**src/design/frmc_map.svh**
```systemverilog
// Constants for the flash read-margin command block
`ifndef FRMC_MAP_SVH
`define FRMC_MAP_SVH

// Command codes held in word index 000
`define FRMC_CMD_USER_MARGIN  8'h0D
`define FRMC_CMD_FIELD_MARGIN 8'h0E

// Word index values
`define FRMC_IDX_HEAD  3'h0
`define FRMC_IDX_LEVEL 3'h1

// Block codes in global address bits 17:16
`define FRMC_BLK_PFLASH 2'h0
`define FRMC_BLK_EEPROM 2'h1

// Margin level setting codes
`define FRMC_LVL_NORMAL    16'h0000
`define FRMC_LVL_USER_ERS  16'h0001
`define FRMC_LVL_USER_PGM  16'h0002
`define FRMC_LVL_FIELD_ERS 16'h0003
`define FRMC_LVL_FIELD_PGM 16'h0004

// Field positions within word 000
`define FRMC_HEAD_CMD_MSB 15
`define FRMC_HEAD_CMD_LSB 8
`define FRMC_HEAD_BLK_MSB 1
`define FRMC_HEAD_BLK_LSB 0

`endif

```
**src/design/frmc_pkg.sv**
```systemverilog
// Types for the flash read-margin command block
package frmc_pkg;
  typedef enum logic [2:0] {
    FRMC_LEVEL_NORMAL,
    FRMC_LEVEL_USER_ERS,
    FRMC_LEVEL_USER_PGM,
    FRMC_LEVEL_FIELD_ERS,
    FRMC_LEVEL_FIELD_PGM
  } frmc_level_type;

  typedef enum logic [1:0] {
    FRMC_IDLE,
    FRMC_EXEC,
    FRMC_DONE
  } frmc_state_type;
endpackage

```
**src/design/frmc_margin.sv**
```systemverilog
// Read-margin command sequencer for program flash and EEPROM
`timescale 1ns/1ps
`default_nettype none
`include "frmc_map.svh"

module frmc_margin
  import frmc_pkg::*;
(
  // Clock and reset
  input  wire logic        clk_i,
  input  wire logic        arst_n_i,
  // Command object writes
  input  wire logic        word_we_i,
  input  wire logic [2:0]  word_sel_i,
  input  wire logic [15:0] word_data_i,
  // Launch and status
  input  wire logic        launch_i,
  input  wire logic        special_mode_i,
  input  wire logic        err_clear_i,
  output logic             command_complete_flag_o,
  output logic             access_error_flag_o,
  output logic             protection_violation_flag_o,
  output logic [2:0]       command_word_index_o,
  // Margin levels presented to the arrays
  output var frmc_level_type pflash_read_level_o,
  output var frmc_level_type eeprom_read_level_o
);

  // Sequencer state and its next value
  frmc_state_type state;
  frmc_state_type next_state;

  // Loaded command object and last written index
  logic [15:0]    command_object_words [0:1];
  logic [2:0]     command_word_index;

  // Status flags and their next values
  logic           command_complete_flag;
  logic           next_complete_flag;
  logic           access_error_flag;
  logic           launch_err;
  logic           next_launch_err;

  // Recorded margin levels per block
  frmc_level_type pf_level;
  frmc_level_type ee_level;
  logic           ee_own;

  // Fields of the loaded command object
  wire logic [7:0]  cmd_code  = command_object_words[0][`FRMC_HEAD_CMD_MSB:`FRMC_HEAD_CMD_LSB];
  wire logic [1:0]  blk_code  = command_object_words[0][`FRMC_HEAD_BLK_MSB:`FRMC_HEAD_BLK_LSB];
  wire logic [15:0] lvl_code  = command_object_words[1];

  // Command identification
  wire logic        is_user   = (cmd_code == `FRMC_CMD_USER_MARGIN);
  wire logic        is_field  = (cmd_code == `FRMC_CMD_FIELD_MARGIN);
  wire logic        cmd_bad   = !(is_user || is_field);

  // Launch-time parameter checks
  wire logic        idx_bad   = (command_word_index != `FRMC_IDX_LEVEL);
  wire logic        mode_bad  = is_field && !special_mode_i;
  wire logic        blk_bad   = (blk_code != `FRMC_BLK_PFLASH)
                                && (blk_code != `FRMC_BLK_EEPROM);

  // Setting range per command
  wire logic        lvl_bad_u = (lvl_code > `FRMC_LVL_USER_PGM);
  wire logic        lvl_bad_f = (lvl_code > `FRMC_LVL_FIELD_PGM);
  wire logic        lvl_bad   = is_user ? lvl_bad_u : lvl_bad_f;

  // Any reason to refuse the command
  wire logic        any_bad   = cmd_bad || idx_bad || mode_bad || blk_bad || lvl_bad;

  // Launch accepted only when idle and complete
  wire logic        do_launch = launch_i && command_complete_flag && (state == FRMC_IDLE);

  // Execute cycle, split by outcome of the checks
  wire logic        exec_now  = (state == FRMC_EXEC);
  wire logic        exec_ok   = exec_now && !launch_err;
  wire logic        exec_err  = exec_now && launch_err;

  // Target block and per-block record strobes
  wire logic        to_ee     = (blk_code == `FRMC_BLK_EEPROM);
  wire logic        ee_rec    = exec_ok && to_ee;
  wire logic        pf_rec    = exec_ok && !to_ee;

  // These commands never raise a protection violation
  wire logic        pv_none   = 1'b0;

  // Setting code to level, range already checked
  wire frmc_level_type new_level =
    (lvl_code == `FRMC_LVL_USER_ERS)  ? FRMC_LEVEL_USER_ERS  :
    (lvl_code == `FRMC_LVL_USER_PGM)  ? FRMC_LEVEL_USER_PGM  :
    (lvl_code == `FRMC_LVL_FIELD_ERS) ? FRMC_LEVEL_FIELD_ERS :
    (lvl_code == `FRMC_LVL_FIELD_PGM) ? FRMC_LEVEL_FIELD_PGM :
                                        FRMC_LEVEL_NORMAL;

  // Write of command words, refused while busy
  always_ff @(posedge clk_i or negedge arst_n_i) begin
    if (!arst_n_i) begin
      command_object_words[0] <= 16'h0000;
      command_object_words[1] <= 16'h0000;
    end else if (word_we_i && command_complete_flag) begin
      if (word_sel_i <= `FRMC_IDX_LEVEL) begin
        command_object_words[word_sel_i[0]] <= word_data_i;
      end
    end
  end

  // Index follows last written word
  always_ff @(posedge clk_i or negedge arst_n_i) begin
    if (!arst_n_i) begin
      command_word_index <= 3'h0;
    end else if (word_we_i && command_complete_flag) begin
      command_word_index <= word_sel_i;
    end
  end

  // Next state and flags: launch, execute, complete
  always_comb begin
    next_state         = state;
    next_complete_flag = command_complete_flag;
    next_launch_err    = launch_err;
    unique case (state)
      FRMC_IDLE: begin
        if (do_launch) begin
          next_state         = FRMC_EXEC;
          next_complete_flag = 1'b0;
          next_launch_err    = any_bad;
        end
      end
      FRMC_EXEC: begin
        next_state = FRMC_DONE;
      end
      FRMC_DONE: begin
        next_state         = FRMC_IDLE;
        next_complete_flag = 1'b1;
      end
    endcase
  end

  // State and flag registers
  always_ff @(posedge clk_i or negedge arst_n_i) begin
    if (!arst_n_i) begin
      state                 <= FRMC_IDLE;
      command_complete_flag <= 1'b1;
      launch_err            <= 1'b0;
    end else begin
      state                 <= next_state;
      command_complete_flag <= next_complete_flag;
      launch_err            <= next_launch_err;
    end
  end

  // Sticky access error; a new error wins over a clear
  always_ff @(posedge clk_i or negedge arst_n_i) begin
    if (!arst_n_i) begin
      access_error_flag <= 1'b0;
    end else if (exec_err) begin
      access_error_flag <= 1'b1;
    end else if (err_clear_i) begin
      access_error_flag <= 1'b0;
    end
  end

  // Program flash level, also seen by EEPROM when not owned
  always_ff @(posedge clk_i or negedge arst_n_i) begin
    if (!arst_n_i) begin
      pf_level <= FRMC_LEVEL_NORMAL;
    end else if (pf_rec) begin
      pf_level <= new_level;
    end
  end

  // EEPROM own level
  always_ff @(posedge clk_i or negedge arst_n_i) begin
    if (!arst_n_i) begin
      ee_level <= FRMC_LEVEL_NORMAL;
    end else if (ee_rec) begin
      ee_level <= new_level;
    end
  end

  // EEPROM ownership: taken by EEPROM target, dropped by flash target
  always_ff @(posedge clk_i or negedge arst_n_i) begin
    if (!arst_n_i) begin
      ee_own <= 1'b0;
    end else if (ee_rec) begin
      ee_own <= 1'b1;
    end else if (pf_rec) begin
      ee_own <= 1'b0;
    end
  end

  // Level seen by each array
  assign pflash_read_level_o         = pf_level;
  assign eeprom_read_level_o         = ee_own ? ee_level : pf_level;

  // Status outputs
  assign command_complete_flag_o     = command_complete_flag;
  assign access_error_flag_o         = access_error_flag;
  assign protection_violation_flag_o = pv_none;
  assign command_word_index_o        = command_word_index;

endmodule
`default_nettype wire

```
**config.mk**
```make
export PLATFORM = sky130hd
export DESIGN_NAME = frmc_margin
export DESIGN_NICKNAME = d
export VERILOG_FILES = /design/src/design/frmc_pkg.sv /design/src/design/frmc_margin.sv
export VERILOG_INCLUDE_DIRS = /design/src /design/src/design
export SDC_FILE = /design/constraint.sdc
export NUM_CORES = 1
export LEC_CHECK = 0
export BUFFER_PORTS_ARGS = -buffer_cell sky130_fd_sc_hd__buf_2
export CAP_MARGIN = 20
export CORE_ASPECT_RATIO = 1.1
export CORE_MARGIN = 1
export CORE_UTILIZATION = 54
export CTS_CLUSTER_SIZE = 30
export DETAILED_ROUTE_END_ITERATION = 10
export PLACE_DENSITY = 0.8
export SLEW_MARGIN = 20
export SYNTH_ARGS = -nofsm -noshare
export SYNTH_HDL_FRONTEND = slang
export SYNTH_SLANG_ARGS = --single-unit
```
**constraint.sdc**
```tcl
create_clock -name clk_i -period 2.1 [get_ports clk_i]
set_input_delay 0.105 -clock clk_i [delete_from_list [all_inputs] [get_ports clk_i]]
set_output_delay 0.105 -clock clk_i [all_outputs]
set_load 0.02 [all_outputs]
```
==> results of run 1 <==
[repair_timing]
| action | in CTS | in global routing |
|---|---|---|
| resized for setup | 0 | 0 |
| hold buffers | 17 | 0 |
| endpoints found under the hold margin | 63 | 0 |
[kinds of logic (layout without fill, tap and decap cells)]
group / Yosys count / in the layout / share of synthesized area [%]
muxes: 31 / 31 / 20.9
DFF: 41 / 41 / 55.5
buffers and inverters: 9 / 67 / 3.11
adders and majority gates: 4 / 4 / 2.70
other: 1 / 1 / 0.203
AOI/OAI and AO/OA: 19 / 19 / 6.01
and+or+nand+nor: 32 / 32 / 11.6
[power groups by stage]
stage	logic [mW]	clock network (mW)	registers [mW]
2_1_floorplan	0.566	0	1.38
3_3_place_gp	0.772	0	1.36
3_5_place_dp	0.811	0	1.38
4_1_cts	0.838	0.636	1.37
5_1_grt	0.927	0.664	1.42
6_report	0.833	0.623	1.37
[registers in the layout (all words and copies together), names as in the netlist]
name / flops
launch_err: 1
pflash_read_level_o: 3
ee_level: 3
lvl_code: 16
state: 2
access_error_flag_o: 1
command_complete_flag_o: 1
blk_code: 2
cmd_code: 8
command_word_index_o: 3
ee_own: 1
[worst max-delay path by stage]
stage / depth (start not counted) / start / end / slack, ns
floorplan: 4 / command_complete_flag_o / cmd_code[2] / 0.53
global placement: 4 / command_complete_flag_o / cmd_code[7] / 0.60
detailed placement: 4 / command_complete_flag_o / cmd_code[3] / 0.57
CTS: 4 / command_complete_flag_o / cmd_code[3] / 0.53
global route: 4 / state[0] / state[1] / 0.40
finish: 4 / command_complete_flag_o / cmd_code[3] / 0.53
[layout by cell type, fill, tap and decap left out, types with 2 or more instances in the layout]
cell type      netlist  layout
dfrtp_1             40      40
buf_2                0      35
mux2_2              21      21
dlygate4sd3_1        0      17
o21ai_0             11      11
mux2_4              10      10
nand2_1             10      10
inv_1                6       6
clkbuf_4             0       5
nand3b_1             4       4
ha_1                 4       4
nor2_1               3       3
nor4_1               3       3
nand2_4              2       2
a31oi_1              2       2
bufinv_16            0       2
[area by class of cell]
cell class | instances | share of cell area [%]
sequential | 41 | 44.4
clock inverter | 3 | 2.81
tap | 34 | 1.84
clock buffer | 5 | 1.62
timing repair buffer | 53 | 15.2
inverter | 6 | 0.973
multi-input combinational | 87 | 33.1
[layer usage]
metal / wire (microns) / GRT usage (%) / share of wire [%] / vias up
met5: 0 / 0 / 0 / -
met4: 92 / 12.2 / 2.7 / 0
met3: 119 / 4.72 / 3.5 / 10
met2: 1640 / 34.6 / 49 / 31
met1: 1510 / 27.7 / 45 / 607
li1: - / - / - / 602
[metrics by stage]
step	utilization, %	worst slack, ns
final	73.4	0.530
after global routing	73.4	0.404
after CTS	73.4	0.534
after detailed placement	64.8	0.567
after global placement	64.8	0.605
after floorplan	-	0.527
[worst reg2reg max path, delay by kind of cell, from the launching register on]
family | cells | cell delay (ns)
simple gates | 2 | 0.23
flops | 1 | 0.62
buf+inv | 1 | 0.24
mux | 1 | 0.36
==> impl_metrics.json, run 1 <==
{
  "status": "complete, but fails checks",
  "violations": "design-rule violations",
  "grt_pass1_vias": 1322,
  "dp.cells": 204,
  "synth_top_cell_area_share_pct": 54.1,
  "reg2regPathDepth": 4,
  "ys_warn_count": 0,
  "start_util_pct": 58.7,
  "hold_start": "word_data_i[11]",
  "clk_pin_slew_worst_paths_ns": 0.13,
  "p_clk_share_pct": 22.0,
  "cp.required_ns": 2.34,
  "antenna_found_initial": 0,
  "ys_types": 32,
  "core-area_sq_um": 3150,
  "netSwitchingPower_mw": 0.856,
  "ant_nets": 0,
  "internal_power_mw": 1.97,
  "cpMaxStageDelayCell": "dfstp_2",
  "power_frac_comb_pct": 29.5,
  "cts_tree": "yes",
  "nFillCells": 222,
  "drt_wl_total_microns": 3360,
  "area_growth_pct": 25.0,
  "synth_edf_count": 0,
  "drc": 3,
  "max_stage_delay_ns": 0.62,
  "cts_post_setup_buffers_inserted": 0,
  "die_w_microns": 57.8,
  "clock_skew_ns": 0.0192,
  "fin_crit_sh_pct": 74.8,
  "end_kind": "flop",
  "finalInstanceArea_sq_um": 2310,
  "switching_share_pct": 30.3,
  "leakage_nw": 1.13,
  "die_h_microns": 63.4,
  "critPathLaunchType": "flop",
  "crit_buf_inv": 1,
  "rrSetupSlack_ns": 0.53,
  "grt_pass1_wl_microns": 5950,
  "diodes": 0,
  "synthFlopType": "dfrtp_1",
  "cts_made_buffers": 5,
  "rsz0062_at_grt": "false",
  "worstReg2RegEnd": "cmd_code[3]",
  "dieArea_sq_um": 3670,
  "hold_slack_ns": 0.0206,
  "vias": 1250,
  "ys_ff_latch": 41,
  "seqPwrFrac_pct": 48.5,
  "tightest_slew_ns": 0.868,
  "arrival_ns": 1.81,
  "holdCritPathClass": "in -> reg",
  "fmax_mhz": 637,
  "ys_top_cells_by_count": "dfrtp_1, mux2_2, o21ai_0, mux2_4, nand2_1",
  "slew_violations": 0,
  "power.density_nw_per_um2": 1220,
  "synth_fp_nets": 166,
  "grt_overflow": 0,
  "synth_area_per_cell_sq_um": 13.5,
  "detailed_place_hpwl_microns": 2380,
  "placed_cell_area_sq_um": 2040,
  "hold_path_end": "cmd_code[3]",
  "firstDrtPassIters": 9,
  "whs_path_depth": 2,
  "reg2reg_from": "command_complete_flag_o",
  "routabilityCongestion": 0.732,
  "setup-violations-final": 0,
  "io_pins": 37,
  "syn_inst": 137,
  "fin_nets": 223,
  "multi_input_area_sq_um": 767,
  "async_reset_ff_share_pct": 100,
  "stdcell_count": 229,
  "min_period_ns": 1.57,
  "avgViaCountPerCell": 5.46,
  "cp_cell_sequence": "nand2_4 -> nor4_4 -> buf_4 -> mux2_2",
  "drt_iter0_drc": 42,
  "routedWlPerCell_microns": 14.7,
  "clkSinkCount": 41,
  "yosysMostFrequentCell": "dfrtp_1",
  "grt_max_degree": 42,
  "vdd.ir_drop.worst_mv": 0.827,
  "num_rows": 21,
  "grtUsageTotal_pct": 21.9,
  "finalHoldViolations": 0,
  "htree_levels": 2,
  "crit_fanout": 12,
  "ff_latch_area_sq_um": 1030,
  "synth_area_leader_cell": "dfrtp_1",
  "maxCapViolCount": 0,
  "tns_ns": 0,
  "drive_gt1_share_pct": 41.0,
  "portBuffers": 35,
  "crit_family": "flip-flops",
  "clk_path_buf_depth": 2,
  "netlist_top_cells_area": "dfrtp_1, mux2_2, mux2_4",
  "synth_area_sq_um": 1850,
  "synth_seq_area_share_pct": 55.5,
  "crit_type": "reg -> reg",
  "relSlewSlack_pct": 42.1,
  "cts-root-buf": "clkbuf_4",
  "insertion_delay_ns": 0.36,
  "fin_total_pwr_mw": 2.83
}
(Power assumes the default switching activity.)
==> run 2: changes to the inputs <==
==> constraint.sdc (replaced) <==
create_clock -name clk_i -period 1.6 [get_ports clk_i]
set_input_delay 0.08 -clock clk_i [delete_from_list [all_inputs] [get_ports clk_i]]
set_output_delay 0.08 -clock clk_i [all_outputs]
set_load 0.02 [all_outputs]
==> impl_metrics.json, run 2 (synthesis gave the netlist of run 1 again) <==
{
  "layout_commonest_cell": "dfrtp_1",
  "ant_nets": 0,
  "placed_cell_area_sq_um": 2050,
  "dieArea_sq_um": 3670,
  "final_cell_mix": "dfrtp_1, buf_2, mux2_2",
  "cts_tree": "yes",
  "detailed_place_hpwl_microns": 2440,
  "finalInstanceArea_sq_um": 2290,
  "fin_ws_ns": 0.0676,
  "clk_path_buf_depth": 2,
  "nFillCells": 226,
  "rsz0062_at_grt": "false",
  "routabilityCongestion": 0.733,
  "tns_ns": 0,
  "grt_max_degree": 42,
  "violations": "design-rule violations",
  "avgViaCountPerCell": 5.47,
  "utilization_pct": 72.5,
  "grt_pass1_vias": 1254,
  "reg2regPathDepth": 4,
  "portBuffers": 35,
  "arrival_ns": 1.78,
  "fin_crit_sh_pct": 95.8,
  "start_util_pct": 58.7,
  "multi_input_area_sq_um": 769,
  "drive_gt1_share_pct": 41.6,
  "preCtsSetupSlack_ns": 0.0143,
  "grt_overflow": 0,
  "min_period_ns": 1.53,
  "firstDrtPassIters": 7,
  "dp.cells": 205,
  "holdCritPathClass": "in -> reg",
  "drt_iter0_drc": 37,
  "vias": 1264,
  "finalHoldViolations": 0,
  "stdcell_count": 231,
  "die_w_microns": 57.8,
  "cp.required_ns": 1.85,
  "setup-violations-final": 0,
  "fmax_mhz": 653,
  "critPathLaunchType": "flop",
  "insertion_delay_ns": 0.35,
  "diodes": 0,
  "cts_made_buffers": 5,
  "drc": 4,
  "leakage_nw": 1.12,
  "maxCapViolCount": 0,
  "fin_nets": 225,
  "cts-root-buf": "clkbuf_4",
  "routedWlPerCell_microns": 15.0,
  "antenna_found_initial": 0,
  "end_kind": "flop",
  "status": "complete, but fails checks",
  "crit_type": "reg -> reg",
  "ff_latch_area_sq_um": 1030,
  "htree_levels": 2,
  "clkSinkCount": 41,
  "core-area_sq_um": 3150,
  "area_growth_pct": 23.5,
  "clk_pin_slew_worst_paths_ns": 0.12,
  "grt_pass1_wl_microns": 5690,
  "drt_wl_total_microns": 3460,
  "whs_path_depth": 2,
  "grtUsageTotal_pct": 20.9,
  "largest_reg_flops": 16,
  "slew_violations": 0,
  "num_rows": 21,
  "io_pins": 37,
  "power.density_nw_per_um2": 1490,
  "die_h_microns": 63.4,
  "clock_skew_ns": 0.00614,
  "vdd.ir_drop.worst_mv": 0.847,
  "crit_fanout": 16
}
==> run 2: worst paths after layout <==
check	slack, ns	endpoint	startpoint
min in group asynchronous	0.30	lvl_code[12]	arst_n_i
max in group asynchronous	0.94	command_complete_flag_o	arst_n_i
worst min register to register	0.50	ee_level[2]	ee_level[2]
worst max-delay path	0.07	lvl_code[5]	command_complete_flag_o
worst min-delay path	0.05	command_word_index_o[0]	word_sel_i[0]
worst max register to register	0.07	lvl_code[5]	command_complete_flag_o
==> run 2: worst max-delay path, cell delays in order, from the launching register on <==
cell and delay (ns):
dfstp_2 0.62, nand2_4 0.11, nor3_4 0.15, nand2_4 0.19, mux2_4 0.35
==> run 2: report_power, final <==
group / internal, mW / switching (mW) / total (mW) / leakage [nW]
Combinational: 0.633 / 0.468 / 1.10 / 0.574
Clock: 0.166 / 0.335 / 0.500 / 0.0310
Sequential: 1.48 / 0.337 / 1.81 / 0.511
Total: 2.28 / 1.14 / 3.41 / 1.12
==> run 2: final cells by class <==
cell class                      instances  share of cell area [%]
Clock buffer                            5                    1.64
Clock inverter                          3                   0.766
Inverter                                6                   0.985
Multi-Input combinational cell         87                    33.6
Sequential cell                        41                    44.9
Tap cell                               34                    1.86
Timing Repair Buffer                   55                    16.2
==> run 2: per-stage QoR <==
| stage | total power [mW] | hold slack [ns] |
|---|---|---|
| 2_1_floorplan | 2.55 | -0.216 |
| 3_3_place_gp | 2.80 | 0.157 |
| 3_5_place_dp | 2.90 | 0.163 |
| 4_1_cts | 3.44 | 0.0360 |
| 5_1_grt | 3.64 | 0.0391 |
| 6_report | 3.41 | 0.0459 |
==> run 2: repair_timing <==
item,in CTS,in global routing
setup endpoints to repair,1,5
hold endpoints to repair,67,0
hold buffers,18,0
pin swaps,0,1
resized for setup,1,1
setup buffers,0,0
==> run 2: layer usage <==
metal	GRT usage [%]	share of wire (%)	up-vias
li1	-	-	603
met1	27.0	46	617
met2	33.5	48	36
met3	5.75	3.8	8
met4	7.74	1.7	0
met5	0	0	-
==> run 3: changes to the inputs <==
--- a/config.mk
+++ b/config.mk
@@ -8,12 +8,14 @@
 export LEC_CHECK = 0
 export BUFFER_PORTS_ARGS = -buffer_cell sky130_fd_sc_hd__buf_2
 export CAP_MARGIN = 20
+export CELL_PAD_IN_SITES_DETAIL_PLACEMENT = 1
+export CELL_PAD_IN_SITES_GLOBAL_PLACEMENT = 1
 export CORE_ASPECT_RATIO = 1.1
 export CORE_MARGIN = 1
-export CORE_UTILIZATION = 54
+export CORE_UTILIZATION = 43
 export CTS_CLUSTER_SIZE = 30
 export DETAILED_ROUTE_END_ITERATION = 10
-export PLACE_DENSITY = 0.8
+export PLACE_DENSITY = 0.78
 export SLEW_MARGIN = 20
 export SYNTH_ARGS = -nofsm -noshare
 export SYNTH_HDL_FRONTEND = slang
==> impl_metrics.json, run 3 (synthesis gave the netlist of run 1 again) <==
{
  "grt_pass1_vias": 1375,
  "power.density_nw_per_um2": 1700,
  "finalHoldViolations": 0,
  "arrival_ns": 1.71,
  "critPathLaunchType": "flop",
  "worstReg2RegEnd": "ee_level[1]",
  "vdd.ir_drop.worst_mv": 0.866,
  "drt_wl_total_microns": 3870,
  "utilization_pct": 55.6,
  "grt_overflow": 0,
  "insertion_delay_ns": 0.30,
  "cpMaxStageDelayCell": "dfrtp_1",
  "hold_path_end": "lvl_code[6]",
  "hold_start": "word_data_i[6]",
  "fin_ws_ns": 0.108,
  "routabilityCongestion": 0.739,
  "grt_max_degree": 21,
  "rsz0062_at_grt": "false",
  "maxCapViolCount": 0,
  "crit_type": "reg -> reg",
  "min_period_ns": 1.49,
  "io_pins": 37,
  "setup-violations-final": 0,
  "area_growth_pct": 21.7,
  "slew_violations": 0,
  "cp_cell_sequence": "nor4_1 -> and4_2 -> nand3b_1 -> o21ai_0",
  "htree_levels": 2,
  "nFillCells": 427,
  "leakage_nw": 1.09,
  "reg2reg_from": "lvl_code[14]",
  "die_h_microns": 70.8,
  "finalInstanceArea_sq_um": 2250,
  "largest_reg_flops": 16,
  "grt_pass1_wl_microns": 6600,
  "dp.cells": 225,
  "rrSetupSlack_ns": 0.11,
  "clk_pin_slew_worst_paths_ns": 0.08,
  "holdCritPathClass": "in -> reg",
  "dieArea_sq_um": 4570,
  "drc": 0,
  "vias": 1212,
  "detailed_place_hpwl_microns": 2900,
  "clkSinkCount": 41,
  "ff_latch_area_sq_um": 1030,
  "crit_fanout": 4,
  "antenna_found_initial": 0,
  "end_kind": "flop",
  "cts-root-buf": "clkbuf_8",
  "avgViaCountPerCell": 5.14,
  "tns_ns": 0,
  "reg2regPathDepth": 4,
  "multi_input_area_sq_um": 774,
  "cp.required_ns": 1.82,
  "start_util_pct": 45.7,
  "num_rows": 24,
  "layout_commonest_cell": "dfrtp_1",
  "max_stage_delay_ns": 0.40,
  "fin_nets": 212,
  "placed_cell_area_sq_um": 2100,
  "stdcell_count": 236,
  "routedWlPerCell_microns": 16.4,
  "grtUsageTotal_pct": 19.6,
  "preCtsSetupSlack_ns": -0.0156,
  "cts_post_setup_buffers_inserted": 0,
  "cts_made_buffers": 5,
  "drive_gt1_share_pct": 46.2,
  "firstDrtPassIters": 4,
  "status": "completed",
  "drt_iter0_drc": 20,
  "core-area_sq_um": 4050,
  "portBuffers": 35,
  "diodes": 0,
  "clock_skew_ns": 0.0110,
  "ant_nets": 0,
  "final_cell_mix": "dfrtp_1, buf_2, mux2_2",
  "clk_path_buf_depth": 2,
  "fmax_mhz": 670,
  "fin_crit_sh_pct": 93.2,
  "cts_tree": "yes",
  "die_w_microns": 64.6,
  "whs_path_depth": 2
}
-- run 3: cell types whose count changed in the layout (fill, tap and decap cells not counted), moves of 2 or more --
cell	previous run	this run
dlygate4sd3_1	18	3
clkbuf_8	0	6
clkbuf_4	5	0
clkinv_2	2	0
-- run 3: how the worst max path moves through the flow --
stage	from	end	slack [ns]	cells past startpoint
global route	lvl_code[14]	ee_level[2]	0.02	4
floorplan	command_complete_flag_o	cmd_code[2]	0.03	4
global placement	state[1]	state[1]	0.14	4
CTS	state[0]	state[1]	0.07	4
detailed placement	state[0]	state[1]	-0.02	4
finish	lvl_code[14]	ee_level[1]	0.11	4
-- run 3: power breakdown --
group          switching [mW]  internal [mW]  total (mW)
logic                   0.519          0.633        1.15
clock network           0.359          0.509       0.868
registers               0.324           1.48        1.81
total                    1.20           2.62        3.82
-- run 3: metal layers --
layer	routed length [microns]	vias to the layer above	global-route usage (%)	part of all wire [%]
met2	2070	25	34.2	53
met4	61	0	7.41	1.6
met3	147	6	6.29	3.8
met5	0	-	0	0
met1	1590	607	22.4	41
li1	-	574	-	-
-- run 3: worst max-delay path: cells and delay by family, from the launching register on --
| kind | cells | cell delay, ns |
|---|---|---|
| compound gates | 1 | 0.20 |
| simple gates | 3 | 0.82 |
| flops | 1 | 0.40 |
-- run 3: timing repair --
action,CTS,global route
gates resized for setup,1,3
cloned,0,0
hold buffers,3,0
hold endpoints to repair,20,0
pin swaps,0,1
endpoints found under the setup margin,1,6
-- run 3: cell type report --
class	instances	area share [%]
timing repair buffer	42	11.0
clock inverter	1	1.33
clock buffer	7	3.83
tap	52	2.89
inverter	6	0.999
sequential	41	45.6
multi-input combinational	87	34.4
-- run 3: per-stage QoR --
| step | total power [mW] | hold WS [ns] |
|---|---|---|
| 2_1_floorplan | 2.55 | -0.216 |
| 3_3_place_gp | 2.84 | 0.0335 |
| 3_5_place_dp | 2.96 | 0.0430 |
| 4_1_cts | 3.85 | 0.00228 |
| 5_1_grt | 4.09 | 0.00183 |
| 6_report | 3.82 | 0.00682 |
